[src/verilog/mbs_pkg.sv]
// constants and state encoding for the motor brake sequencer
package mbs_pkg;
    // control clock
    localparam int unsigned CLK_HZ        = 125_000_000;
    // hold times count in 10 ms steps (0.01 s)
    localparam int unsigned TIME_LSB_MS   = 10;
    localparam int unsigned TIME_TICK_CYC = CLK_HZ / 1000 * TIME_LSB_MS;
    // setting widths and ranges (time 0.01 s, speed 0.1 rpm, current 0.1 %)
    localparam int unsigned TIME_W        = 12;
    localparam int unsigned SPD_W         = 13;
    localparam int unsigned PCT_W         = 11;
    localparam logic [11:0] TIME_MAX      = 12'hBB8; // 30.00 s
    localparam logic [12:0] SPD_MAX       = 13'h1388; // 500.0 rpm
    localparam logic [10:0] PCT_MAX       = 11'h5DC; // 150.0 %
    localparam logic [10:0] PCT_RESET     = 11'h0C8; // 20.0 %

    // sequencer states, one-hot
    typedef enum logic [5:0] {
        ST_IDLE       = 6'h01,
        ST_EXCITE     = 6'h02,
        ST_OPEN_HOLD  = 6'h04,
        ST_RUN        = 6'h08,
        ST_CLOSING    = 6'h10,
        ST_CLOSE_HOLD = 6'h20
    } mbs_state_t;
endpackage : mbs_pkg

[src/verilog/mbs_tmr_if.sv]
// link between the sequencer and its hold timer
interface mbs_tmr_if;
    logic                             load;
    logic [mbs_pkg::TIME_W-1:0]       preset;
    logic                             done;

    modport ctl (output load, output preset, input done);
    modport tmr (input load, input preset, output done);
endinterface : mbs_tmr_if

[src/verilog/mbs_hold_timer.sv]
// hold timer counting in 10 ms steps, one-cycle done pulse
module mbs_hold_timer #(
    parameter int unsigned TICK_CYC = mbs_pkg::TIME_TICK_CYC
) (
    // clock and reset
    input  wire logic i_core_clk,
    input  wire logic i_rst,
    // sequencer side
    mbs_tmr_if.tmr    tmr
);
    localparam int unsigned PW = $clog2(TICK_CYC + 1);

    logic [PW-1:0]                presc_reg;
    logic [mbs_pkg::TIME_W-1:0]   left_reg;
    logic                         active_reg;
    logic                         done_reg;

    wire  tick_end = (presc_reg == PW'(TICK_CYC - 1));
    wire  expired  = active_reg && (left_reg == '0);

    // refuse a tick length the prescaler cannot count
    if (TICK_CYC < 1) begin : g_bad_tick
        $error("tick length must be at least one cycle");
    end

    // prescaler and step counter; load restarts both
    always_ff @(posedge i_core_clk) begin
        if (i_rst || tmr.load) begin
            presc_reg  <= '0;
            left_reg   <= i_rst ? '0 : tmr.preset;
            active_reg <= !i_rst;
        end else if (active_reg) begin
            presc_reg  <= tick_end ? '0 : presc_reg + PW'(1);
            if (tick_end && left_reg != '0) begin
                left_reg <= left_reg - (mbs_pkg::TIME_W)'(1);
            end
            if (expired) active_reg <= 1'b0;
        end
    end

    // done pulse
    always_ff @(posedge i_core_clk) begin
        done_reg <= !i_rst && !tmr.load && expired;
    end

    assign tmr.done = done_reg;
endmodule : mbs_hold_timer

[src/verilog/mbs_brake_seq.sv]
// brake release sequencer: opening, opening hold, closing, closing hold
// Overview of operation
// - sequence runs only when an aux output carries the brake function
// - brake output stays off while motor auto-tuning runs
// - after excitation, open brake and hold for opening time, max 30.00 s
// - during opening time, speed reference is the opening speed
// - open only once output current exceeds threshold percent of magnetising
// - while stopping, release brake output at the closing speed
// - closing hold time follows before the stop sequence ends
module mbs_brake_seq #(
    parameter int unsigned TICK_CYC = mbs_pkg::TIME_TICK_CYC
) (
    // clock and reset
    input  wire logic                         i_core_clk,
    input  wire logic                         i_rst,
    // drive status
    input  wire logic                         i_brake_fn_assigned,
    input  wire logic                         i_autotune_active,
    input  wire logic                         i_trip_or_block,
    input  wire logic                         i_run_cmd,
    input  wire logic                         i_excitation_done,
    input  wire logic [mbs_pkg::PCT_W-1:0]    i_out_current_pct,
    input  wire logic [mbs_pkg::SPD_W-1:0]    i_motor_speed,
    // settings
    input  wire logic [mbs_pkg::TIME_W-1:0]   i_brake_open_hold_time,
    input  wire logic [mbs_pkg::SPD_W-1:0]    i_brake_open_speed,
    input  wire logic [mbs_pkg::PCT_W-1:0]    i_brake_release_current_pct,
    input  wire logic [mbs_pkg::TIME_W-1:0]   i_brake_close_hold_time,
    input  wire logic [mbs_pkg::SPD_W-1:0]    i_brake_close_speed,
    // brake and speed reference
    output logic                              o_brake_release,
    output logic                              o_speed_ref_valid,
    output logic [mbs_pkg::SPD_W-1:0]         o_speed_ref,
    // status
    output logic                              o_seq_busy,
    output logic                              o_stop_done
);
    mbs_pkg::mbs_state_t state_reg, state_next;
    logic                        brake_reg;
    logic                        ref_valid_reg;
    logic [mbs_pkg::SPD_W-1:0]   ref_reg;
    logic                        stop_done_reg;
    logic                        busy_reg;

    mbs_tmr_if tif ();

    mbs_hold_timer #(.TICK_CYC(TICK_CYC)) u_timer (
        .i_core_clk (i_core_clk),
        .i_rst      (i_rst),
        .tmr        (tif)
    );

    // settings clamped to their ranges
    wire [mbs_pkg::TIME_W-1:0] open_time  =
        (i_brake_open_hold_time > mbs_pkg::TIME_MAX) ? mbs_pkg::TIME_MAX
                                                     : i_brake_open_hold_time;
    wire [mbs_pkg::TIME_W-1:0] close_time =
        (i_brake_close_hold_time > mbs_pkg::TIME_MAX) ? mbs_pkg::TIME_MAX
                                                      : i_brake_close_hold_time;
    wire [mbs_pkg::SPD_W-1:0]  open_spd   =
        (i_brake_open_speed > mbs_pkg::SPD_MAX) ? mbs_pkg::SPD_MAX
                                                : i_brake_open_speed;
    wire [mbs_pkg::SPD_W-1:0]  close_spd  =
        (i_brake_close_speed > mbs_pkg::SPD_MAX) ? mbs_pkg::SPD_MAX
                                                 : i_brake_close_speed;
    wire [mbs_pkg::PCT_W-1:0]  rel_pct    =
        (i_brake_release_current_pct > mbs_pkg::PCT_MAX) ? mbs_pkg::PCT_MAX
                                               : i_brake_release_current_pct;

    // abort and step conditions
    wire force_off  = !i_brake_fn_assigned || i_autotune_active
                      || i_trip_or_block;
    wire current_ok = i_out_current_pct > rel_pct;
    wire open_go    = i_excitation_done && current_ok;
    wire below_cls  = i_motor_speed <= close_spd;

    wire st_excite  = (state_reg == mbs_pkg::ST_EXCITE);
    wire st_open    = (state_reg == mbs_pkg::ST_OPEN_HOLD);
    wire st_closing = (state_reg == mbs_pkg::ST_CLOSING);
    wire st_chold   = (state_reg == mbs_pkg::ST_CLOSE_HOLD);

    // timer starts on entry to either hold state
    assign tif.load   = (st_excite && open_go && i_run_cmd && !force_off)
                        || (st_closing && below_cls && !force_off);
    assign tif.preset = st_excite ? open_time : close_time;

    // next state
    always_comb begin
        state_next = state_reg;
        unique case (state_reg)
            mbs_pkg::ST_IDLE:
                if (i_run_cmd) state_next = mbs_pkg::ST_EXCITE;
            mbs_pkg::ST_EXCITE:
                if (!i_run_cmd) state_next = mbs_pkg::ST_IDLE;
                else if (open_go) state_next = mbs_pkg::ST_OPEN_HOLD;
            mbs_pkg::ST_OPEN_HOLD:
                if (!i_run_cmd) state_next = mbs_pkg::ST_CLOSING;
                else if (tif.done) state_next = mbs_pkg::ST_RUN;
            mbs_pkg::ST_RUN:
                if (!i_run_cmd) state_next = mbs_pkg::ST_CLOSING;
            mbs_pkg::ST_CLOSING:
                if (below_cls) state_next = mbs_pkg::ST_CLOSE_HOLD;
            mbs_pkg::ST_CLOSE_HOLD:
                if (tif.done) state_next = mbs_pkg::ST_IDLE;
            default:
                state_next = mbs_pkg::ST_IDLE;
        endcase
        if (force_off) state_next = mbs_pkg::ST_IDLE;
    end

    // decoded targets of the next state; end of stop from the closing hold state and timer done
    wire enter_open = (state_next == mbs_pkg::ST_OPEN_HOLD);
    wire brake_next = enter_open
                      || (state_next == mbs_pkg::ST_RUN)
                      || (state_next == mbs_pkg::ST_CLOSING);
    wire stop_end   = st_chold && tif.done && !force_off;

    // state register
    always_ff @(posedge i_core_clk) begin
        if (i_rst) begin
            state_reg <= mbs_pkg::ST_IDLE;
        end else begin
            state_reg <= state_next;
        end
    end

    // brake output and busy flag follow the next state, so both
    // switch on the same edge as the state itself
    always_ff @(posedge i_core_clk) begin
        if (i_rst) begin
            brake_reg <= 1'b0;
            busy_reg  <= 1'b0;
        end else begin
            brake_reg <= brake_next;
            busy_reg  <= (state_next != mbs_pkg::ST_IDLE);
        end
    end

    // speed reference override, zero outside the opening hold
    always_ff @(posedge i_core_clk) begin
        if (i_rst) begin
            ref_valid_reg <= 1'b0;
            ref_reg       <= '0;
        end else begin
            ref_valid_reg <= enter_open;
            ref_reg       <= enter_open ? open_spd : '0;
        end
    end

    // end-of-stop pulse; an abort by force-off gives none
    always_ff @(posedge i_core_clk) begin
        if (i_rst) begin
            stop_done_reg <= 1'b0;
        end else begin
            stop_done_reg <= stop_end;
        end
    end

    assign o_brake_release   = brake_reg;
    assign o_speed_ref_valid = ref_valid_reg;
    assign o_speed_ref       = ref_reg;
    assign o_seq_busy        = busy_reg;
    assign o_stop_done       = stop_done_reg;

    // checks
    brake_fn_a: assert property (
        @(posedge i_core_clk) disable iff (i_rst)
        !i_brake_fn_assigned |=> !o_brake_release)
        else $error("brake output on without brake function");
    autotune_a: assert property (
        @(posedge i_core_clk) disable iff (i_rst)
        i_autotune_active |=> !o_brake_release)
        else $error("brake output on during auto-tuning");
    excite_first_a: assert property (
        @(posedge i_core_clk) disable iff (i_rst)
        $rose(o_brake_release) |-> $past(i_excitation_done))
        else $error("brake opened before excitation");
    shut_idle_a: assert property (
        @(posedge i_core_clk) disable iff (i_rst)
        (!o_seq_busy || st_excite) |-> !o_brake_release)
        else $error("brake open in idle or excitation");
    open_ref_a: assert property (
        @(posedge i_core_clk) disable iff (i_rst)
        $rose(o_brake_release) |-> o_speed_ref_valid
        && o_speed_ref == $past(open_spd))
        else $error("opening speed not commanded");
    ref_idle_a: assert property (
        @(posedge i_core_clk) disable iff (i_rst)
        !o_speed_ref_valid |-> o_speed_ref == '0)
        else $error("speed reference left outside opening hold");
    ref_brake_a: assert property (
        @(posedge i_core_clk) disable iff (i_rst)
        o_speed_ref_valid |-> o_brake_release)
        else $error("opening speed with brake shut");
    open_current_a: assert property (
        @(posedge i_core_clk) disable iff (i_rst)
        $rose(o_brake_release) |-> $past(current_ok))
        else $error("brake opened below current threshold");
    close_speed_a: assert property (
        @(posedge i_core_clk) disable iff (i_rst)
        $fell(o_brake_release) && !$past(force_off) |-> $past(below_cls))
        else $error("brake closed above closing speed");
    close_load_a: assert property (
        @(posedge i_core_clk) disable iff (i_rst)
        st_closing && below_cls && !force_off |=> st_chold
        && !o_brake_release)
        else $error("brake kept open below closing speed");
    close_hold_a: assert property (
        @(posedge i_core_clk) disable iff (i_rst)
        o_stop_done |-> !o_brake_release && $past(st_chold, 1)
        && $past(tif.done))
        else $error("stop ended outside closing hold");
    done_pulse_a: assert property (
        @(posedge i_core_clk) disable iff (i_rst)
        o_stop_done |-> !o_seq_busy ##1 !o_stop_done)
        else $error("stop pulse longer than one cycle");
    trip_off_a: assert property (
        @(posedge i_core_clk) disable iff (i_rst)
        i_trip_or_block |=> !o_brake_release && !o_seq_busy)
        else $error("brake held through trip");

    open_seen_c: cover property (@(posedge i_core_clk) disable iff (i_rst)
        $rose(o_brake_release));
    stop_seen_c: cover property (@(posedge i_core_clk) disable iff (i_rst)
        o_stop_done);
    trip_seen_c: cover property (@(posedge i_core_clk) disable iff (i_rst)
        o_brake_release && i_trip_or_block);
    early_stop_c: cover property (@(posedge i_core_clk) disable iff (i_rst)
        st_open && !i_run_cmd && !force_off);
    clamp_seen_c: cover property (@(posedge i_core_clk) disable iff (i_rst)
        $rose(o_brake_release) && o_speed_ref == mbs_pkg::SPD_MAX);
endmodule : mbs_brake_seq

[config.mk]
export PLATFORM = sky130hd
export DESIGN_NAME = mbs_brake_seq
export DESIGN_NICKNAME = d
export VERILOG_FILES = /design/src/verilog/mbs_pkg.sv /design/src/verilog/mbs_tmr_if.sv /design/src/verilog/mbs_hold_timer.sv /design/src/verilog/mbs_brake_seq.sv
export SDC_FILE = /design/constraint.sdc
export NUM_CORES = 1
export LEC_CHECK = 0
export BUFFER_PORTS_ARGS = -buffer_cell sky130_fd_sc_hd__buf_2
export CAP_MARGIN = 10
export CORE_UTILIZATION = 55
export CTS_BUF_LIST = sky130_fd_sc_hd__clkbuf_4
export DETAILED_ROUTE_END_ITERATION = 7
export GPL_TIMING_DRIVEN = 0
export HOLD_SLACK_MARGIN = 0.08
export PLACE_DENSITY = 0.83
export SYNTH_ARGS = -nofsm -noshare
export SYNTH_HDL_FRONTEND = slang
export SYNTH_SLANG_ARGS = --single-unit
[constraint.sdc]
create_clock -name i_core_clk -period 3.1 [get_ports i_core_clk]
set_input_delay 0.155 -clock i_core_clk [delete_from_list [all_inputs] [get_ports i_core_clk]]
set_output_delay 0.155 -clock i_core_clk [all_outputs]
set_load 0.01 [all_outputs]
==> impl_metrics.yaml, run 1 <==
run_status:
  run_status: "completed"
layout:
  synthToLayoutAreaGrowth_pct: 24.9
  num_antenna_cells: 0
  drive_gt1_share_pct: 26.4
  finalInstanceArea_mm2: 0.00493
  fin_nets: 716
  largest_reg_flops: 21
  final_cells: 699
logic_synthesis:
  yosys.cell_types.count: 71
  synth_common_cells: "nor2_1, nand2_1, dfxtp_1"
  synth-compound-area-share_pct: 17.8
  yosys_warnings: 0
  muxShareOfSynthArea_pct: 0.792
  synth-xor-area-share_pct: 6.88
  synth-simple-area-share_pct: 30.2
  synth_area_leader_cell: "dfxtp_1"
  ys_ff_latch: 58
  synth-seq-area-share_pct: 32.4
  synth.most_common_cell: "nor2_1"
  synth_ff_type: "dfxtp_1"
  synthAdderAreaFrac_pct: 8.24
  synth_top_family_by_area: "simple AND/OR/NAND/NOR gates"
  synthCells: 466
  synth_top_area_share_pct: 23.3
  synth_nets: 584
  syn_avg_cell_area_um2: 8.47
  synth_edf_count: 12
  syn_area_mm2: 0.00395
  ys_top_cells_by_area: "dfxtp_1, edfxtp_1, ha_1"
  synthArstFlopShare_pct: 0
route:
  vias: 4018
  drc: 0
  drtAntennaViolNets: 0
  drtIter0Drc: 161
  routed_via_density: 5.75
  firstDrtPassIters: 4
  detail_route.wl_per_cell_um: 13.9
  wirelength_um: 9750
job:
  drv_cap: 0
critical_path:
  worstPathRequired_ns: 3.23
  setup.worst_path.end_class: "flop"
  crit_path_start_kind: "input pin"
  slowest_delay_ns: 0.46
  cp_top_family: "compound AO/OA/AOI/OAI gates"
  cp_num_buf_inv: 1
  crit_chain: "buf_2, o2111ai_1, a21oi_1, o21ai_0, nand2_1, ha_1, and3b_1, a211oi_1, o21ai_1, o211ai_4, a21oi_1, or3_4"
  path_class: "input pin to flop"
  cp_slowest_cell: "or3_4"
  crit_fanout: 12
  cpMostUsedCell: "a21oi_1"
  cp.arrival_ns: 2.99
power_and_ir_drop:
  total_power_uw: 1730
  ir_worst_vdd_mv: 0.225
  p_leak_uw: 0.00203
  p_per_area_mw_per_mm2: 351
timing:
  worst_slack_ns: 0.244
  finalCritPeriodShare_pct: 92.1
  setup_viol: 0
  skew_ns: 0.0143
  relSlewSlack_pct: 43.7
  drv_slew: 0
  min_period_ns: 2.86
  fmaxAchievable_mhz: 350
  rsz0062_at_grt: "no"
  hold_viol: 0
  worst_slew_pin_slew_ns: 0.843
cts:
  cts.reportedPaths.clkPinSlew_ns: 0.10
  cts_buffers: 9
  cts_tree: "built"
  cts.sinks: 58
  insertion_delay_ns: 0.41
  cts_buffer_depth: 2
  clock-root-buffer: "clkbuf_4"
  h-tree-depth: 3
  cts_setup_buffers: 0
grt:
  antenna_found_initial: 0
  grt_start_max_net_pins: 13
  grt_pass1_vias: 3773
  overflow: 0
  track_usage_pct: 27.6
  grt_pass1_wl_um: 16300
placement:
  place_area_mm2: 0.00461
  dp_cells: 670
  hpwl_um: 7580
  numPortBuffers: 108
  place_ws_ns: -0.416
  gp_congestion: 0.891
hold_path:
  min_path_type: "input pin to flop"
floorplan:
  rows: 30
  coreArea_mm2: 0.00687
  die_area_mm2: 0.00752
  die_h_um: 86.7
  die_x_um: 86.7
  initial_core_util_pct: 57.5
  ios: 109
==> stage by stage <==
stage | hold WS (ns) | util, % | setup TNS [ns]
final | 0.129 | 71.8 | 0
after global routing | 0.134 | 71.8 | 0
after CTS | 0.115 | 71.3 | 0
after detailed placement | 0.399 | 67.1 | -6.87
after global placement | 0.397 | 67.1 | -3.78
after floorplan | 0.274 | - | 0
==> layout by cell type, fill, tap and decap left out, types with 7 or more instances in the layout <==
cell,n
nand2_1,51
dfxtp_1,46
nor4_2,10
nand3_1,18
inv_1,16
o21ai_0,16
ha_1,26
nor2_1,62
nor4_1,8
xor2_1,21
or3_1,7
nor3_1,20
nand4_1,14
edfxtp_1,12
xnor2_1,10
clkbuf_4,10
a21oi_1,17
buf_2,111
dlygate4sd3_1,13
==> cell type report <==
class | count | area [um2]
clock buffers | 10 | 75.1
inverters | 16 | 60.1
plain buffers | 12 | 86.3
fillers | 548 | 1940
multi-input cells | 380 | 2560
well taps | 96 | 120
repair buffers | 121 | 671
flip-flops and latches | 58 | 1280
clock inverters | 6 | 81.3
==> worst paths after layout <==
check	startpoint	to	slack (ns)	cells past startpoint
worst min register to register	u_timer.presc_reg[7]$_SDFFE_PN0P_	u_timer.presc_reg[7]$_SDFFE_PN0P_	0.53	2
worst min-delay path	i_brake_open_hold_time[9]	u_timer.left_reg[9]$_DFFE_PP_	0.13	3
worst max register to register	u_timer.left_reg[4]$_DFFE_PP_	u_timer.left_reg[1]$_DFFE_PP_	0.49	5
worst max-delay path	i_brake_release_current_pct[0]	u_timer.left_reg[1]$_DFFE_PP_	0.24	12
==> tightest hold or removal path: stages <==
cell     delay [ns]
buf_2          0.09
o22ai_1        0.05
o21ai_0        0.13
==> power by group <==
| group | total [uW] | internal, uW | switching, uW |
|---|---|---|---|
| registers | 806 | 790 | 15.7 |
| clock network | 614 | 331 | 283 |
| logic | 310 | 146 | 164 |
==> repair_timing <==
action | CTS | global route
resized for setup | 0 | 6
hold buffers | 13 | 0
endpoints found under the setup margin | 0 | 22
hold endpoints to repair | 13 | 0
==> routing by layer <==
layer  global-route usage [%]  share of wire (%)  vias to the layer above
li1                         -                  -                     2013
met1                     32.0                 42                     1845
met2                     49.6                 51                      145
met3                     6.86                6.3                       15
met4                     8.94                1.2                        0
met5                        0                  0                        -
==> logic make-up after synthesis <==
family,count (synthesis)
AO/OA/AOI/OAI,96
XOR/XNOR,31
adder cells (fa/ha/maj),26
buffers and inverters,28
flip-flops,58
multiplexers,3
AND/OR/NAND/NOR,224
(Power assumes the default switching activity.)
==> run 2, diff against run 1 <==
--- a/config.mk
+++ b/config.mk
@@ -7,12 +7,12 @@
 export LEC_CHECK = 0
 export BUFFER_PORTS_ARGS = -buffer_cell sky130_fd_sc_hd__buf_2
 export CAP_MARGIN = 10
-export CORE_UTILIZATION = 55
+export CORE_UTILIZATION = 44
 export CTS_BUF_LIST = sky130_fd_sc_hd__clkbuf_4
 export DETAILED_ROUTE_END_ITERATION = 7
 export GPL_TIMING_DRIVEN = 0
 export HOLD_SLACK_MARGIN = 0.08
-export PLACE_DENSITY = 0.83
+export PLACE_DENSITY = 0.69
 export SYNTH_ARGS = -nofsm -noshare
 export SYNTH_HDL_FRONTEND = slang
 export SYNTH_SLANG_ARGS = --single-unit
==> impl_metrics.yaml, run 2 (synthesis results as in run 1) <==
timing:
  finalCritPeriodShare_pct: 92.5
  worst_slew_pin_slew_ns: 0.890
  hold-worst-slack_ns: 0.122
  relSlewSlack_pct: 40.5
  skew_ns: 0.0128
  fmaxAchievable_mhz: 349
  setup_viol: 0
  drv_slew: 0
  hold_viol: 0
  min_period_ns: 2.87
floorplan:
  rows: 34
  die_area_mm2: 0.00936
  die_x_um: 96.7
  initial_core_util_pct: 45.3
  coreArea_mm2: 0.00872
  ios: 109
  die_h_um: 96.7
layout:
  synthToLayoutAreaGrowth_pct: 24.6
  drive_gt1_share_pct: 26.4
  fin_nets: 716
  layout_commonest_cell: "buf_2"
  final_cells: 711
  num_antenna_cells: 0
  final_cell_mix: "buf_2, nor2_1, nand2_1"
  largest_reg_flops: 21
cts:
  h-tree-depth: 3
  clock-root-buffer: "clkbuf_4"
  cts_tree: "built"
  cts.reportedPaths.clkPinSlew_ns: 0.09
  cts.sinks: 58
  cts_buffer_depth: 2
  cts_setup_buffers: 0
  insertion_delay_ns: 0.41
  cts_buffers: 9
grt:
  met2_usage_pct: 36.5
  antenna_found_initial: 0
  grt_pass1_wl_um: 16900
  busiest_layer: "met2"
  overflow: 0
  track_usage_pct: 22.0
  grt_use_met1_pct: 28.2
  grt_use_met3_pct: 4.19
  grt_start_max_net_pins: 13
  grt_pass1_vias: 3692
route:
  routed_via_density: 5.56
  firstDrtPassIters: 4
  drtAntennaViolNets: 0
  drtIter0Drc: 184
  detail_route.wl_per_cell_um: 14.0
  wirelength_um: 9970
  vias: 3953
  drc: 0
power_and_ir_drop:
  internal-power_uw: 1200
  clkPwrFrac_pct: 32.8
  power_switching_share_pct: 27.4
  ir_worst_vdd_mv: 0.179
  seqPwrFrac_pct: 48.6
  pwr-share-comb_pct: 18.6
  switching_power_uw: 454
  p_per_area_mw_per_mm2: 337
  p_leak_uw: 0.00202
placement:
  numPortBuffers: 108
  dp_cells: 682
  gp_congestion: 0.890
  hpwl_um: 7750
critical_path:
  cp_num_buf_inv: 1
  crit_fanout: 12
  cp.arrival_ns: 3.02
  reg2regPathDepth: 8
  ff2ff_setup_slack_ns: 0.61
  slowest_delay_ns: 0.44
  crit_path_start_kind: "input pin"
  path_depth: 13
  path_class: "input pin to flop"
  crit_chain: "buf_2, o2111ai_1, a21oi_1, nor2_1, nor2_1, nor2_1, ha_1, and3b_1, a211oi_1, o21ai_1, o211ai_4, a21oi_1, or3_4"
  cpMostUsedCell: "nor2_1"
  worstPathRequired_ns: 3.25
  cp_top_family: "compound AO/OA/AOI/OAI gates"
  cp_slowest_cell: "or3_4"
  setup.worst_path.end_class: "flop"
hold_path:
  holdPathStages: 3
  min_path_type: "input pin to flop"
run_status:
  run_status: "completed"
job:
  drv_cap: 0
[run 2: changes by cell type in the layout (fill, tap and decap cells not counted), sizes merged]
| cell | delta |
|---|---|
| bufinv | -1 |
| clkbuf | +2 |
| clkinvlp | -1 |
[run 2: cell type report]
cell class | instances | area [um2]
multi-input combinational | 380 | 2550
clock buffer | 12 | 90.1
buffer | 12 | 87.6
sequential | 58 | 1280
clock inverter | 4 | 43.8
tap | 108 | 135
fill | 794 | 3800
inverter | 16 | 60.1
timing repair buffer | 121 | 671
[run 2: path summary, 6_finish.rpt]
kind / from / end
max: i_brake_release_current_pct[0] / u_timer.left_reg[3]$_DFFE_PP_
min reg2reg: u_timer.presc_reg[7]$_SDFFE_PN0P_ / u_timer.presc_reg[7]$_SDFFE_PN0P_
max reg2reg: state_reg[3]$_SDFF_PP0_ / o_speed_ref[1]$_SDFF_PP0_
min: i_brake_open_hold_time[3] / u_timer.left_reg[3]$_DFFE_PP_
[run 2: metrics by stage]
step / instance area, um2 / TNS [ns] / total power (uW) / util, % / setup slack (ns)
4_1_cts: 4890 / 0 / 1670 / 56.1 / 0.0619
3_3_place_gp: 4620 / -5.41 / 1100 / 53.0 / -0.374
6_report: 4920 / 0 / 1660 / 56.4 / 0.234
2_1_floorplan: 3950 / 0 / 996 / - / 0.268
3_5_place_dp: 4620 / -5.75 / 1110 / 53.0 / -0.388
5_1_grt: 4920 / -0.0114 / 1750 / 56.4 / -0.00413
[run 2: power by group through the flow]
| stage | clock, uW | combinational [uW] | sequential [uW] |
|---|---|---|---|
| finish | 544 | 308 | 805 |
| global route | 594 | 351 | 808 |
| CTS | 560 | 305 | 805 |
| detailed placement | 0 | 291 | 822 |
| global placement | 0 | 281 | 821 |
| floorplan | 0 | 178 | 818 |
[run 2: per-layer routing]
metal | vias to the layer above | share of wire, %
li1 | 2001 | -
met1 | 1816 | 46
met2 | 122 | 48
met3 | 14 | 4.9
met4 | 0 | 1.6
met5 | - | 0
[run 2: timing repair]
| action | 4_1_cts | 5_1_grt |
|---|---|---|
| hold buffers | 13 | 0 |
| endpoints found under the hold margin | 13 | 0 |
| setup endpoints to repair | 0 | 21 |
| gates resized for setup | 0 | 7 |
[run 2: worst register-to-register path, delay by kind of cell (launching register included)]
family                 cells  cell delay [ns]
AND/OR/NAND/NOR            5             1.41
flip-flops                 1             0.30
buffers and inverters      2             0.35
AO/OA/AOI/OAI              1             0.35
